[src/rqtr_regs.svh]
// register offsets, field positions, reset values and fixed figures of the report bank
// assumes inclusion by bare name from the package and the report module
`ifndef RQTR_REGS_SVH
`define RQTR_REGS_SVH

// register-file identifiers, byte address is four times the index
`define RQTR_IDX_QUALITY   8'h12
`define RQTR_IDX_INTERVAL  8'h13
`define RQTR_IDX_OFFSET    8'h14
`define RQTR_IDX_CONTROL   8'h18
`define RQTR_IDX_STATUS    8'h19

// byte addresses on the register bus
`define RQTR_ADDR_QUALITY  {`RQTR_IDX_QUALITY, 2'b00}
`define RQTR_ADDR_INTERVAL {`RQTR_IDX_INTERVAL, 2'b00}
`define RQTR_ADDR_OFFSET   {`RQTR_IDX_OFFSET, 2'b00}
`define RQTR_ADDR_CONTROL  {`RQTR_IDX_CONTROL, 2'b00}
`define RQTR_ADDR_STATUS   {`RQTR_IDX_STATUS, 2'b00}
`define RQTR_ADDR_W        10

// quality word field positions
`define RQTR_AMP_LSB       0
`define RQTR_AMP_MSB       15
`define RQTR_PWR_LSB       16
`define RQTR_PWR_MSB       31
`define RQTR_FIELD_W       16

// tracking figures
`define RQTR_INTERVAL_16M  32'h01F00000
`define RQTR_INTERVAL_64M  32'h01FC0000
`define RQTR_OFFSET_W      19

// control and status bits
`define RQTR_CTL_PRF64     0
`define RQTR_STS_QVALID    0
`define RQTR_STS_IVALID    1
`define RQTR_STS_CNT_LSB   16
`define RQTR_CNT_W         16

// reset values
`define RQTR_RESET_WORD    32'h00000000

`endif

[src/rqtr_pkg.sv]
// types shared by the report bank modules
// assumes the register header sits beside it
`include "rqtr_regs.svh"

package rqtr_pkg;

  // frame-quality word as it sits in the register
  typedef struct packed {
    logic [`RQTR_FIELD_W-1:0] power;    // bits 31..16
    logic [`RQTR_FIELD_W-1:0] ampOnePast; // bits 15..0
  } rqtr_quality_type;

  // register bus answer state, one-hot
  typedef enum logic [1:0] {
    BUS_IDLE   = 2'b01,
    BUS_ANSWER = 2'b10
  } rqtr_bus_state_type;

endpackage : rqtr_pkg

[src/rqtr_hold_reg.sv]
// one report register that captures its input on a load pulse
// assumes load comes from logic on the same clock
`timescale 1ns/10ps
`default_nettype none

module rqtr_hold_reg
  import rqtr_pkg::*;
#(
  parameter int WIDTH = 32
)
(
  // clock and reset
  input  wire logic             clk_sys,
  input  wire logic             rst,
  // capture
  input  wire logic             load,
  input  wire logic [WIDTH-1:0] dataIn,
  // held value
  output var  logic [WIDTH-1:0] dataOut
);

  // refuse a width the register cannot hold, at elaboration
  if (WIDTH < 1)
  begin : gWidthCheck
    $error("rqtr_hold_reg: WIDTH must be at least 1");
  end

  // zero at reset, new value only on load
  always_ff @(posedge clk_sys or posedge rst)
  begin
    if (rst)
    begin
      dataOut <= '0;
    end
    else if (load)
    begin
      dataOut <= dataIn;
    end
  end

endmodule : rqtr_hold_reg

`default_nettype wire

[src/rqtr_report.sv]
// receive quality and time-tracking report bank with an avalon-mm slave
// assumes edge and demodulation events are one-cycle pulses on clk_sys
//
// Overview of operation
// - low quality field: tap one past first path
// - high quality field: channel response power sum
// - tracking interval at index 0x13, read-only
// - interval changes only on demodulation done
// - interval 0x01F00000 at 16M, 0x01FC0000 at 64M
// - quality fields update on edge-detect done
// - quality register at index 0x12, read-only
// - tracking offset is 19-bit signed quantity
//
// Implementation choice: the Avalon-MM slave port.
`timescale 1ns/10ps
`default_nettype none
`include "rqtr_regs.svh"

module rqtr_report
  import rqtr_pkg::*;
(
  // clock and reset
  input  wire logic                     clk_sys,
  input  wire logic                     rst,
  // avalon-mm slave
  input  wire logic [`RQTR_ADDR_W-1:0]  address,
  input  wire logic                     read,
  input  wire logic                     write,
  input  wire logic [3:0]               byteenable,
  input  wire logic [31:0]              writedata,
  output var  logic [31:0]              readdata,
  output logic                          waitrequest,
  // leading edge detector results
  input  wire logic                     edgeDetectDone,
  input  wire logic [`RQTR_FIELD_W-1:0] firstPathAmpTapOnePast,
  input  wire logic [`RQTR_FIELD_W-1:0] channelResponsePower,
  // demodulator results
  input  wire logic                     demodDone,
  input  wire logic [`RQTR_OFFSET_W-1:0] trackingOffsetValue
);

  rqtr_bus_state_type       busState;        // bus answer state
  rqtr_bus_state_type       next_busState;   // next bus state
  rqtr_quality_type         rxQualityWord;   // held quality word
  rqtr_quality_type         newQuality;      // quality word to capture
  logic [31:0]              rxTrackingInterval; // held interval
  logic [31:0]              newInterval;     // interval for this prf
  logic [`RQTR_OFFSET_W-1:0] rxTrackingOffset; // held signed offset
  logic                     prf64;           // control: 64 MHz prf selected
  logic                     qualityValid;    // a quality word was captured
  logic                     intervalValid;   // an interval was captured
  logic [`RQTR_CNT_W-1:0]   frameCount;      // successful demodulations
  logic [31:0]              next_readdata;   // read mux
  logic                     accept;          // request taken this edge

  // quality fields in place
  assign newQuality.ampOnePast = firstPathAmpTapOnePast;
  assign newQuality.power      = channelResponsePower;

  // interval depends only on the prf setting
  assign newInterval = prf64 ? `RQTR_INTERVAL_64M : `RQTR_INTERVAL_16M;

  // quality word, captured on edge-detect done
  rqtr_hold_reg #(
    .WIDTH   ($bits(rqtr_quality_type))
  ) uQuality (
    .clk_sys (clk_sys),
    .rst     (rst),
    .load    (edgeDetectDone),
    .dataIn  (newQuality),
    .dataOut (rxQualityWord)
  );

  // interval, captured on demodulation done
  rqtr_hold_reg #(
    .WIDTH   (32)
  ) uInterval (
    .clk_sys (clk_sys),
    .rst     (rst),
    .load    (demodDone),
    .dataIn  (newInterval),
    .dataOut (rxTrackingInterval)
  );

  // signed offset, captured with the interval it pairs with
  rqtr_hold_reg #(
    .WIDTH   (`RQTR_OFFSET_W)
  ) uOffset (
    .clk_sys (clk_sys),
    .rst     (rst),
    .load    (demodDone),
    .dataIn  (trackingOffsetValue),
    .dataOut (rxTrackingOffset)
  );

  // bus answers one cycle after the request appears
  always_comb
  begin
    next_busState = BUS_IDLE;
    case (busState)
      BUS_IDLE:
      begin
        // new request: answer next cycle
        if (read || write)
        begin
          next_busState = BUS_ANSWER;
        end
      end
      BUS_ANSWER:
      begin
        // request taken, back to idle
        next_busState = BUS_IDLE;
      end
      default:
      begin
        next_busState = BUS_IDLE;
      end
    endcase
  end

  // bus state register
  always_ff @(posedge clk_sys or posedge rst)
  begin
    if (rst)
    begin
      busState <= BUS_IDLE;
    end
    else
    begin
      busState <= next_busState;
    end
  end

  // waitrequest drops in the answer cycle
  assign waitrequest = (read || write) && (busState != BUS_ANSWER);
  assign accept      = (read || write) && (busState == BUS_ANSWER);

  // read mux, unmapped and unaligned addresses read zero
  always_comb
  begin
    next_readdata = `RQTR_RESET_WORD;
    case (address)
      `RQTR_ADDR_QUALITY:
      begin
        next_readdata = rxQualityWord;
      end
      `RQTR_ADDR_INTERVAL:
      begin
        next_readdata = rxTrackingInterval;
      end
      `RQTR_ADDR_OFFSET:
      begin
        next_readdata = {{(32-`RQTR_OFFSET_W){1'b0}}, rxTrackingOffset};
      end
      `RQTR_ADDR_CONTROL:
      begin
        next_readdata[`RQTR_CTL_PRF64] = prf64;
      end
      `RQTR_ADDR_STATUS:
      begin
        next_readdata[`RQTR_STS_QVALID] = qualityValid;
        next_readdata[`RQTR_STS_IVALID] = intervalValid;
        next_readdata[`RQTR_STS_CNT_LSB +: `RQTR_CNT_W] = frameCount;
      end
      default:
      begin
        next_readdata = `RQTR_RESET_WORD;
      end
    endcase
  end

  // read data registered while the request waits
  always_ff @(posedge clk_sys or posedge rst)
  begin
    if (rst)
    begin
      readdata <= `RQTR_RESET_WORD;
    end
    else if (read && (busState == BUS_IDLE))
    begin
      readdata <= next_readdata;
    end
  end

  // control register, the only writable one
  always_ff @(posedge clk_sys or posedge rst)
  begin
    if (rst)
    begin
      prf64 <= 1'b0;
    end
    else if (accept && write && (address == `RQTR_ADDR_CONTROL) && byteenable[0])
    begin
      prf64 <= writedata[`RQTR_CTL_PRF64];
    end
  end

  // valid flags and frame counter, set by events only
  always_ff @(posedge clk_sys or posedge rst)
  begin
    if (rst)
    begin
      qualityValid  <= 1'b0;
      intervalValid <= 1'b0;
      frameCount    <= '0;
    end
    else
    begin
      if (edgeDetectDone)
      begin
        qualityValid <= 1'b1;
      end
      if (demodDone)
      begin
        intervalValid <= 1'b1;
        frameCount    <= frameCount + 1'b1;
      end
    end
  end

  // checks on the report bank
  a_amp_field: assert property (@(posedge clk_sys) disable iff (rst)
    edgeDetectDone |=> rxQualityWord[`RQTR_AMP_MSB:`RQTR_AMP_LSB] ==
      $past(firstPathAmpTapOnePast))
    else $error("amplitude field not captured");

  a_power_field: assert property (@(posedge clk_sys) disable iff (rst)
    edgeDetectDone |=> rxQualityWord[`RQTR_PWR_MSB:`RQTR_PWR_LSB] ==
      $past(channelResponsePower))
    else $error("power field not captured");

  a_interval_read: assert property (@(posedge clk_sys) disable iff (rst)
    (read && busState == BUS_IDLE && address == `RQTR_ADDR_INTERVAL)
      |=> !waitrequest && readdata == $past(rxTrackingInterval))
    else $error("interval read wrong");

  a_interval_hold: assert property (@(posedge clk_sys) disable iff (rst)
    !demodDone |=> $stable(rxTrackingInterval))
    else $error("interval changed without demodulation");

  a_interval_value: assert property (@(posedge clk_sys) disable iff (rst)
    demodDone |=> rxTrackingInterval ==
      ($past(prf64) ? `RQTR_INTERVAL_64M : `RQTR_INTERVAL_16M))
    else $error("interval value wrong for prf");

  a_quality_hold: assert property (@(posedge clk_sys) disable iff (rst)
    !edgeDetectDone |=> $stable(rxQualityWord))
    else $error("quality changed without edge detection");

  a_quality_read: assert property (@(posedge clk_sys) disable iff (rst)
    (read && busState == BUS_IDLE && address == `RQTR_ADDR_QUALITY)
      |=> readdata == $past(rxQualityWord))
    else $error("quality read wrong");

  a_offset_width: assert property (@(posedge clk_sys) disable iff (rst)
    (read && busState == BUS_IDLE && address == `RQTR_ADDR_OFFSET)
      |=> readdata[31:`RQTR_OFFSET_W] == '0 &&
          readdata[`RQTR_OFFSET_W-1:0] == $past(rxTrackingOffset))
    else $error("offset read wrong");

  a_zero_before: assert property (@(posedge clk_sys) disable iff (rst)
    !qualityValid |-> rxQualityWord == `RQTR_RESET_WORD)
    else $error("quality nonzero before first frame");

  a_write_ignored: assert property (@(posedge clk_sys) disable iff (rst)
    (write && !demodDone && address == `RQTR_ADDR_INTERVAL) |=> $stable(rxTrackingInterval))
    else $error("write altered interval");

  a_wait_bound: assert property (@(posedge clk_sys) disable iff (rst)
    (read || write) |-> ##[0:1] !waitrequest)
    else $error("bus answer too late");

  // main scenarios
  c_quality_update: cover property (@(posedge clk_sys) disable iff (rst) edgeDetectDone);
  c_interval_read: cover property (@(posedge clk_sys) disable iff (rst)
    accept && read && address == `RQTR_ADDR_INTERVAL);
  c_control_write: cover property (@(posedge clk_sys) disable iff (rst)
    accept && write && address == `RQTR_ADDR_CONTROL);
  c_prf64_frame: cover property (@(posedge clk_sys) disable iff (rst) demodDone && prf64);

endmodule : rqtr_report

`default_nettype wire

[config.mk]
export PLATFORM = sky130hd
export DESIGN_NAME = rqtr_report
export DESIGN_NICKNAME = d
export VERILOG_FILES = /design/src/rqtr_pkg.sv /design/src/rqtr_hold_reg.sv /design/src/rqtr_report.sv
export VERILOG_INCLUDE_DIRS = /design/src /design/src/src
export SDC_FILE = /design/constraint.sdc
export NUM_CORES = 1
export LEC_CHECK = 0
export BUFFER_PORTS_ARGS = -buffer_cell sky130_fd_sc_hd__buf_4
export CORE_MARGIN = 2
export CORE_UTILIZATION = 45
export DETAILED_ROUTE_END_ITERATION = 10
export GPL_TIMING_DRIVEN = 1
export HOLD_SLACK_MARGIN = 0.15
export PLACE_DENSITY = 0.68
export SLEW_MARGIN = 20
export SYNTH_ARGS = -nofsm -noshare
export SYNTH_HDL_FRONTEND = slang
export SYNTH_SLANG_ARGS = --single-unit
export TNS_END_PERCENT = 50
[constraint.sdc]
create_clock -name clk_sys -period 4.5 [get_ports clk_sys]
set_input_delay 0.225 -clock clk_sys [delete_from_list [all_inputs] [get_ports clk_sys]]
set_output_delay 0.225 -clock clk_sys [all_outputs]
set_load 0.005 [all_outputs]
==> summary.txt, run 1 <==
Fin crit period = 2050 ps
Final hold slack = 210 ps
CTS tree = yes
Hold Vio Cnt, Final = 0
Commonest non-fill, non-tap cell in the layout = buf_4
Most frequent cells in the layout = buf_4 (105), dfrtp_1 (104), nand2_1 (56)
Final HPWL DP = 6760 um
Slew @ Worst Pin = 908 ps
Initial antenna violation count = 0
Period utilization = 45.5%
Clk sink count = 105
Unrepaired setup endpoints after global routing = no
Routability Congestion = 0.793
Post-layout net count = 620
Pin count of the biggest net entering global routing = 76
Final wirelength = 10500 um
IO Port Bufs = 101
Cell Area, Synth = 4490 um^2
Yosys cell types = 45
Post-synthesis sequential area ratio = 58.6%
Fill cells = 799
Crit Path Max Fanout = 35
CTS Buffer Depth = 2
Gr ovfl total = 0
Syn avg cell area = 12.3 um^2
Startpoint Class = flop
Via density = 5.29
CTS root buffer = clkbuf_8
Wire length of the first global-routing pass = 17300 um
Via count = 3462
WP data required = 4800 ps
Num CTS Buffers = 9
Post-CTS setup buffers = 0
Pwr Density = 332 nW/um^2
CTS clk-pin slew, worst paths = 100 ps
Die H = 104 um
Net Count, Synth = 468
Area growth from synthesis to layout = 35.8%
DR WL/cell = 16.0 um
Fmax = 0.489 GHz
1st-iter DRT viols = 113
Worst min-delay path category = in -> reg
Final Max Slew Viols = 0
DP Worst Slack = 2210 ps
Status = completed
Setup slack after layout = 2450 ps
Setup crit end kind = flop
H-tree depth = 3
Final TNS setup = 0 ps
Skew final = 14.6 ps
Std cell rows = 36
Leak pwr = 2.74 nW
Slew margin rel. = 39.5%
Drt drc = 0
Hold_buf cts = 53
GRT Overall Usage = 20.1%
Fraction of layout cells with a size suffix above 1 = 36.9%
Die W = 104 um
Arrival time at the worst endpoint = 2350 ps
Antenna Cells = 0
Final Util = 62.6%
Register bit count reported by yosys = 105
Full die area = 10800 um^2
Peak supply drop = 0.256 mV
Core area = 9730 um^2
Post-cts sizing count = 0
Vias in the first global route = 3506
Gate count of the mapped netlist = 364
Setup CP Type = reg -> reg
I/O pins = 136
Initial Utilization = 46.1%
Yosys warns = 0
Final setup vio count = 0
Clock latency on the worst-skew pair = 370 ps
Maximum capacitance violations = 0
Antenna-violating nets left = 0
1st-pass router iterations = 5
[per-stage QoR]
step	area, um^2	std cells	total power, mW
5_1_grt	6090	654	2.12
3_3_place_gp	5360	584	1.42
2_1_floorplan	4490	364	1.30
6_report	6090	654	2.02
4_1_cts	6080	653	2.04
3_5_place_dp	5360	584	1.44
[final timing paths]
check / start / end / slack [ps] / cells after the start
worst max-delay path: busState[0] / readdata[2] / 2450 / 5
worst min-delay path: address[3] / readdata[0] / 210 / 4
worst max register to register: busState[0] / readdata[2] / 2450 / 5
worst min register to register: readdata[3] / readdata[3] / 480 / 2
max in group asynchronous: rst / readdata[11] / 2950 / 4
min in group asynchronous: rst / uQuality.dataOut[29] / 610 / 3
[routing by layer]
layer / vias up / track usage [%] / share of wire (%)
met2: 110 / 33.2 / 49
met1: 1714 / 26.7 / 44
li1: 1624 / - / -
met4: 0 / 6.08 / 1.5
met5: - / 0 / 0
met3: 14 / 4.57 / 5.9
[report_power, final]
part           switching, mW  leakage [nW]  internal, mW  total [mW]
clock network          0.327        0.0985         0.241       0.568
logic                  0.169          1.32         0.172       0.341
registers             0.0767          1.32          1.03        1.11
total                  0.573          2.74          1.45        2.02
[cell families (layout without fill, tap and decap cells)]
group	count (synthesis)	count (layout)	synth area share, %
DFF	105	105	58.6
and+or+nand+nor	106	106	12.5
xor gates and xnor gates	16	16	3.12
buffers and inverters	24	181	2.48
AOI/OAI and AO/OA	58	58	9.59
muxes	54	54	13.5
adders and majority gates	1	1	0.279
[Yosys cell counts, drive strengths merged]
cell / number / area [um^2]
o2111ai: 1 / 8.76
nor3: 5 / 35.0
a21oi: 2 / 10.0
dfrtp: 104 / 2600
o21ai: 19 / 95.1
nor3b: 1 / 12.5
mux2: 52 / 586
nand3b: 2 / 15.0
dfstp: 1 / 26.3
ha: 1 / 12.5
mux2i: 2 / 20.0
a22oi: 10 / 90.1
nand4b: 1 / 8.76
or4: 1 / 11.3
a31oi: 1 / 6.26
xnor2: 11 / 96.3
nor2: 11 / 46.3
nand2b: 3 / 18.8
o32ai: 1 / 8.76
a32oi: 14 / 123
nand4: 5 / 31.3
and4: 1 / 8.76
buf: 9 / 55.1
nor4: 6 / 73.8
a222oi: 3 / 30.0
or3b: 3 / 26.3
o22ai: 1 / 6.26
or2: 2 / 12.5
nand3: 6 / 30.0
xor2: 5 / 43.8
and3: 2 / 12.5
inv: 6 / 22.5
a221oi: 6 / 52.6
clkbuf: 9 / 33.8
nand2: 57 / 216
[worst max-delay path, cell delays in order (launching register included)]
cell and delay, ps:
dfstp_2 540, nand3b_1 80, buf_4 280, nor4_4 850, a32oi_1 120, nand2_1 110
[sequential cells by signal, summed over array words and instances, names as in the netlist]
name	flops
uOffset.dataOut	19
busState	2
qualityValid	1
uQuality.dataOut	32
frameCount	16
uInterval.dataOut	2
readdata	32
prf64	1
[layout make-up]
type | count | area [um^2] | share of cell area [%]
tap | 133 | 166 | 2.73
clock buffer | 11 | 151 | 2.48
inverter | 6 | 25.0 | 0.411
multi-input combinational | 235 | 1750 | 28.7
sequential | 105 | 2630 | 43.1
clock inverter | 5 | 45.0 | 0.739
timing repair buffer | 159 | 1330 | 21.8
Power figures use the tool's default switching activity.
==> run 2: changes to the inputs <==
==> constraint.sdc (replaced) <==
create_clock -name clk_sys -period 2.01 [get_ports clk_sys]
set_input_delay 0.1005 -clock clk_sys [delete_from_list [all_inputs] [get_ports clk_sys]]
set_output_delay 0.1005 -clock clk_sys [all_outputs]
set_load 0.005 [all_outputs]
==> summary.txt, run 2 (same netlist as run 1, synthesis figures left out) <==
CP top delay family = flip-flops (was simple AND/OR/NAND/NOR gates)
Cell Chain, Critical Path = nand4b_1 > nor2_1 > nand3_1 > mux2_2 > dlygate4sd3_1 (was nand3b_1 > buf_4 > nor4_4 > a32oi_1 > nand2_1)
Most frequent cells in the layout = buf_4 (113), dfrtp_1 (104), dlygate4sd3_1 (62) (was buf_4 (105), dfrtp_1 (104), nand2_1 (56))
Die W = 104 um (unchanged)
Worst stage delay on the critical path = 550 ps (was 850 ps)
Net Switching = 1.28 mW (was 573 uW)
Vias in the first global route = 3655 (was 3506)
Pwr Density = 718 nW/um^2 (was 332 nW/um^2)
FF-to-FF setup slack = 220 ps (was 2450 ps)
H-tree depth = 3 (unchanged)
Sw Share = 28.6% (was 28.3%)
Final Util = 64.1% (was 62.6%)
CP endpoint = prf64 (was readdata[2])
Setup CP Type = reg -> reg (unchanged)
Final TNS setup = 0 ps (unchanged)
Antenna-violating nets left = 0 (unchanged)
DR WL/cell = 16.0 um (about the same)
Arrival time at the worst endpoint = 2050 ps (was 2350 ps)
Clock power share = 26.6% (was 28.1%)
Period utilization = 89.3% (was 45.5%)
Gr ovfl total = 0 (unchanged)
Skew final = 9.93 ps (was 14.6 ps)
Final HPWL DP = 7020 um (was 6760 um)
Crit Path Max Fanout = 3 (was 35)
CTS root buffer = clkbuf_8 (unchanged)
CTS tree = yes (unchanged)
Final hold slack = 248 ps (was 210 ps)
IO Port Bufs = 101 (unchanged)
Post-layout net count = 637 (was 620)
Wire length of the first global-routing pass = 18500 um (was 17300 um)
Core area = 9730 um^2 (unchanged)
CTS Buffer Depth = 2 (unchanged)
Clk sink count = 105 (unchanged)
Worst Reg-to-Reg Cells = 5 (unchanged)
DP Worst Slack = 277 ps (was 2210 ps)
Unrepaired setup endpoints after global routing = no (unchanged)
WP data required = 2270 ps (was 4800 ps)
Commonest non-fill, non-tap cell in the layout = buf_4 (unchanged)
Placed Area = 5440 um^2 (was 5360 um^2)
Clock latency on the worst-skew pair = 370 ps (about the same)
Final wirelength = 10700 um (was 10500 um)
Status = completed (unchanged)
Int Pwr = 3.20 mW (was 1.45 mW)
Routability Congestion = 0.834 (was 0.793)
Slew @ Worst Pin = 572 ps (was 908 ps)
Crit path buffers/inverters = 1 (unchanged)
GRT Overall Usage = 21.3% (was 20.1%)
I/O pins = 136 (unchanged)
Slowest CP cell = dfstp_2 (was nor4_4)
Setup crit end kind = flop (unchanged)
Via count = 3487 (was 3462)
Fin crit period = 1790 ps (was 2050 ps)
Comb power frac = 17.8% (was 16.9%)
Initial Utilization = 46.1% (unchanged)
Die H = 104 um (unchanged)
Largest regs = readdata x32, uQuality.dataOut x32, uOffset.dataOut x19 (unchanged)
Startpoint Class = flop (unchanged)
Area growth from synthesis to layout = 38.9% (was 35.8%)
1st-pass router iterations = 4 (was 5)
Number of cells on the critical path = 5 (unchanged)
Full die area = 10800 um^2 (unchanged)
Std cell rows = 36 (unchanged)
Initial antenna violation count = 0 (unchanged)
CTS clk-pin slew, worst paths = 100 ps (about the same)
Reg2reg start = busState[0] (unchanged)
Fmax = 0.557 GHz (was 0.489 GHz)
Num CTS Buffers = 9 (unchanged)
Sequential power share = 55.7% (was 55.0%)
1st-iter DRT viols = 222 (was 113)
Slew margin rel. = 61.9% (was 39.5%)
Pin count of the biggest net entering global routing = 106 (was 76)
Final Max Slew Viols = 0 (unchanged)
Post-CTS setup buffers = 0 (unchanged)
Drt drc = 0 (unchanged)
Peak supply drop = 0.383 mV (was 0.256 mV)
Critical path origin = busState[0] (unchanged)
Post-cts sizing count = 0 (unchanged)
Antenna Cells = 0 (unchanged)
Setup slack after layout = 216 ps (was 2450 ps)
Via density = 5.20 (was 5.29)
Final setup vio count = 0 (unchanged)
Maximum capacitance violations = 0 (unchanged)
Hold Vio Cnt, Final = 0 (unchanged)
Final Cell Area = 6230 um^2 (was 6090 um^2)
Fraction of layout cells with a size suffix above 1 = 37.1% (was 36.9%)
Reg-to-reg endpoint = prf64 (was readdata[2])
Worst min-delay path category = in -> reg (unchanged)
Leak pwr = 2.82 nW (was 2.74 nW)
[run 2: layout make-up]
cell class | count | area [um^2]
clock buffer | 9 | 124
clock inverter | 6 | 52.6
fill | 767 | 3490
inverter | 6 | 26.3
multi-input combinational | 235 | 1750
sequential | 105 | 2630
tap | 133 | 166
timing repair buffer | 176 | 1490
[run 2: timing repair]
action / CTS / global route
endpoints found under the setup margin: 0 / 0
hold endpoints to repair: 168 / 0
hold buffers: 62 / 0
[run 2: worst reg2reg max path: cells and delay by family (launching register included)]
family / cells / cell delay (ps)
buffers and inverters: 1 / 550
DFF: 1 / 550
muxes: 1 / 320
and+or+nand+nor: 3 / 270
[run 2: power groups by stage]
stage / Clock [mW] / Combinational [mW] / Sequential (mW)
floorplan: 0 / 0.432 / 2.48
global placement: 0 / 0.687 / 2.52
detailed placement: 0 / 0.705 / 2.53
CTS: 1.24 / 0.802 / 2.49
global route: 1.32 / 0.874 / 2.52
finish: 1.19 / 0.795 / 2.49
[run 2: worst min path at each step]
stage | startpoint | end | slack [ps] | depth (start not counted)
after floorplan | trackingOffsetValue[0] | uOffset.dataOut[0] | 220 | 2
after global routing | edgeDetectDone | uQuality.dataOut[1] | 260 | 3
after CTS | address[6] | readdata[0] | 230 | 5
after detailed placement | rst | readdata[12] | 310 | 3
after global placement | rst | readdata[15] | 310 | 3
final | address[6] | readdata[0] | 250 | 5
[run 2: metal layers]
metal | track usage [%] | up-vias | routed length [um]
met4 | 5.41 | 0 | 126
met5 | 0 | - | 0
li1 | - | 1662 | -
met1 | 29.0 | 1732 | 4820
met3 | 4.70 | 12 | 534
met2 | 34.7 | 81 | 5260
[run 2: metrics by stage]
stage / instances / total power [mW]
global placement: 593 / 3.20
finish: 670 / 4.48
floorplan: 364 / 2.91
detailed placement: 593 / 3.24
global route: 670 / 4.71
CTS: 670 / 4.54
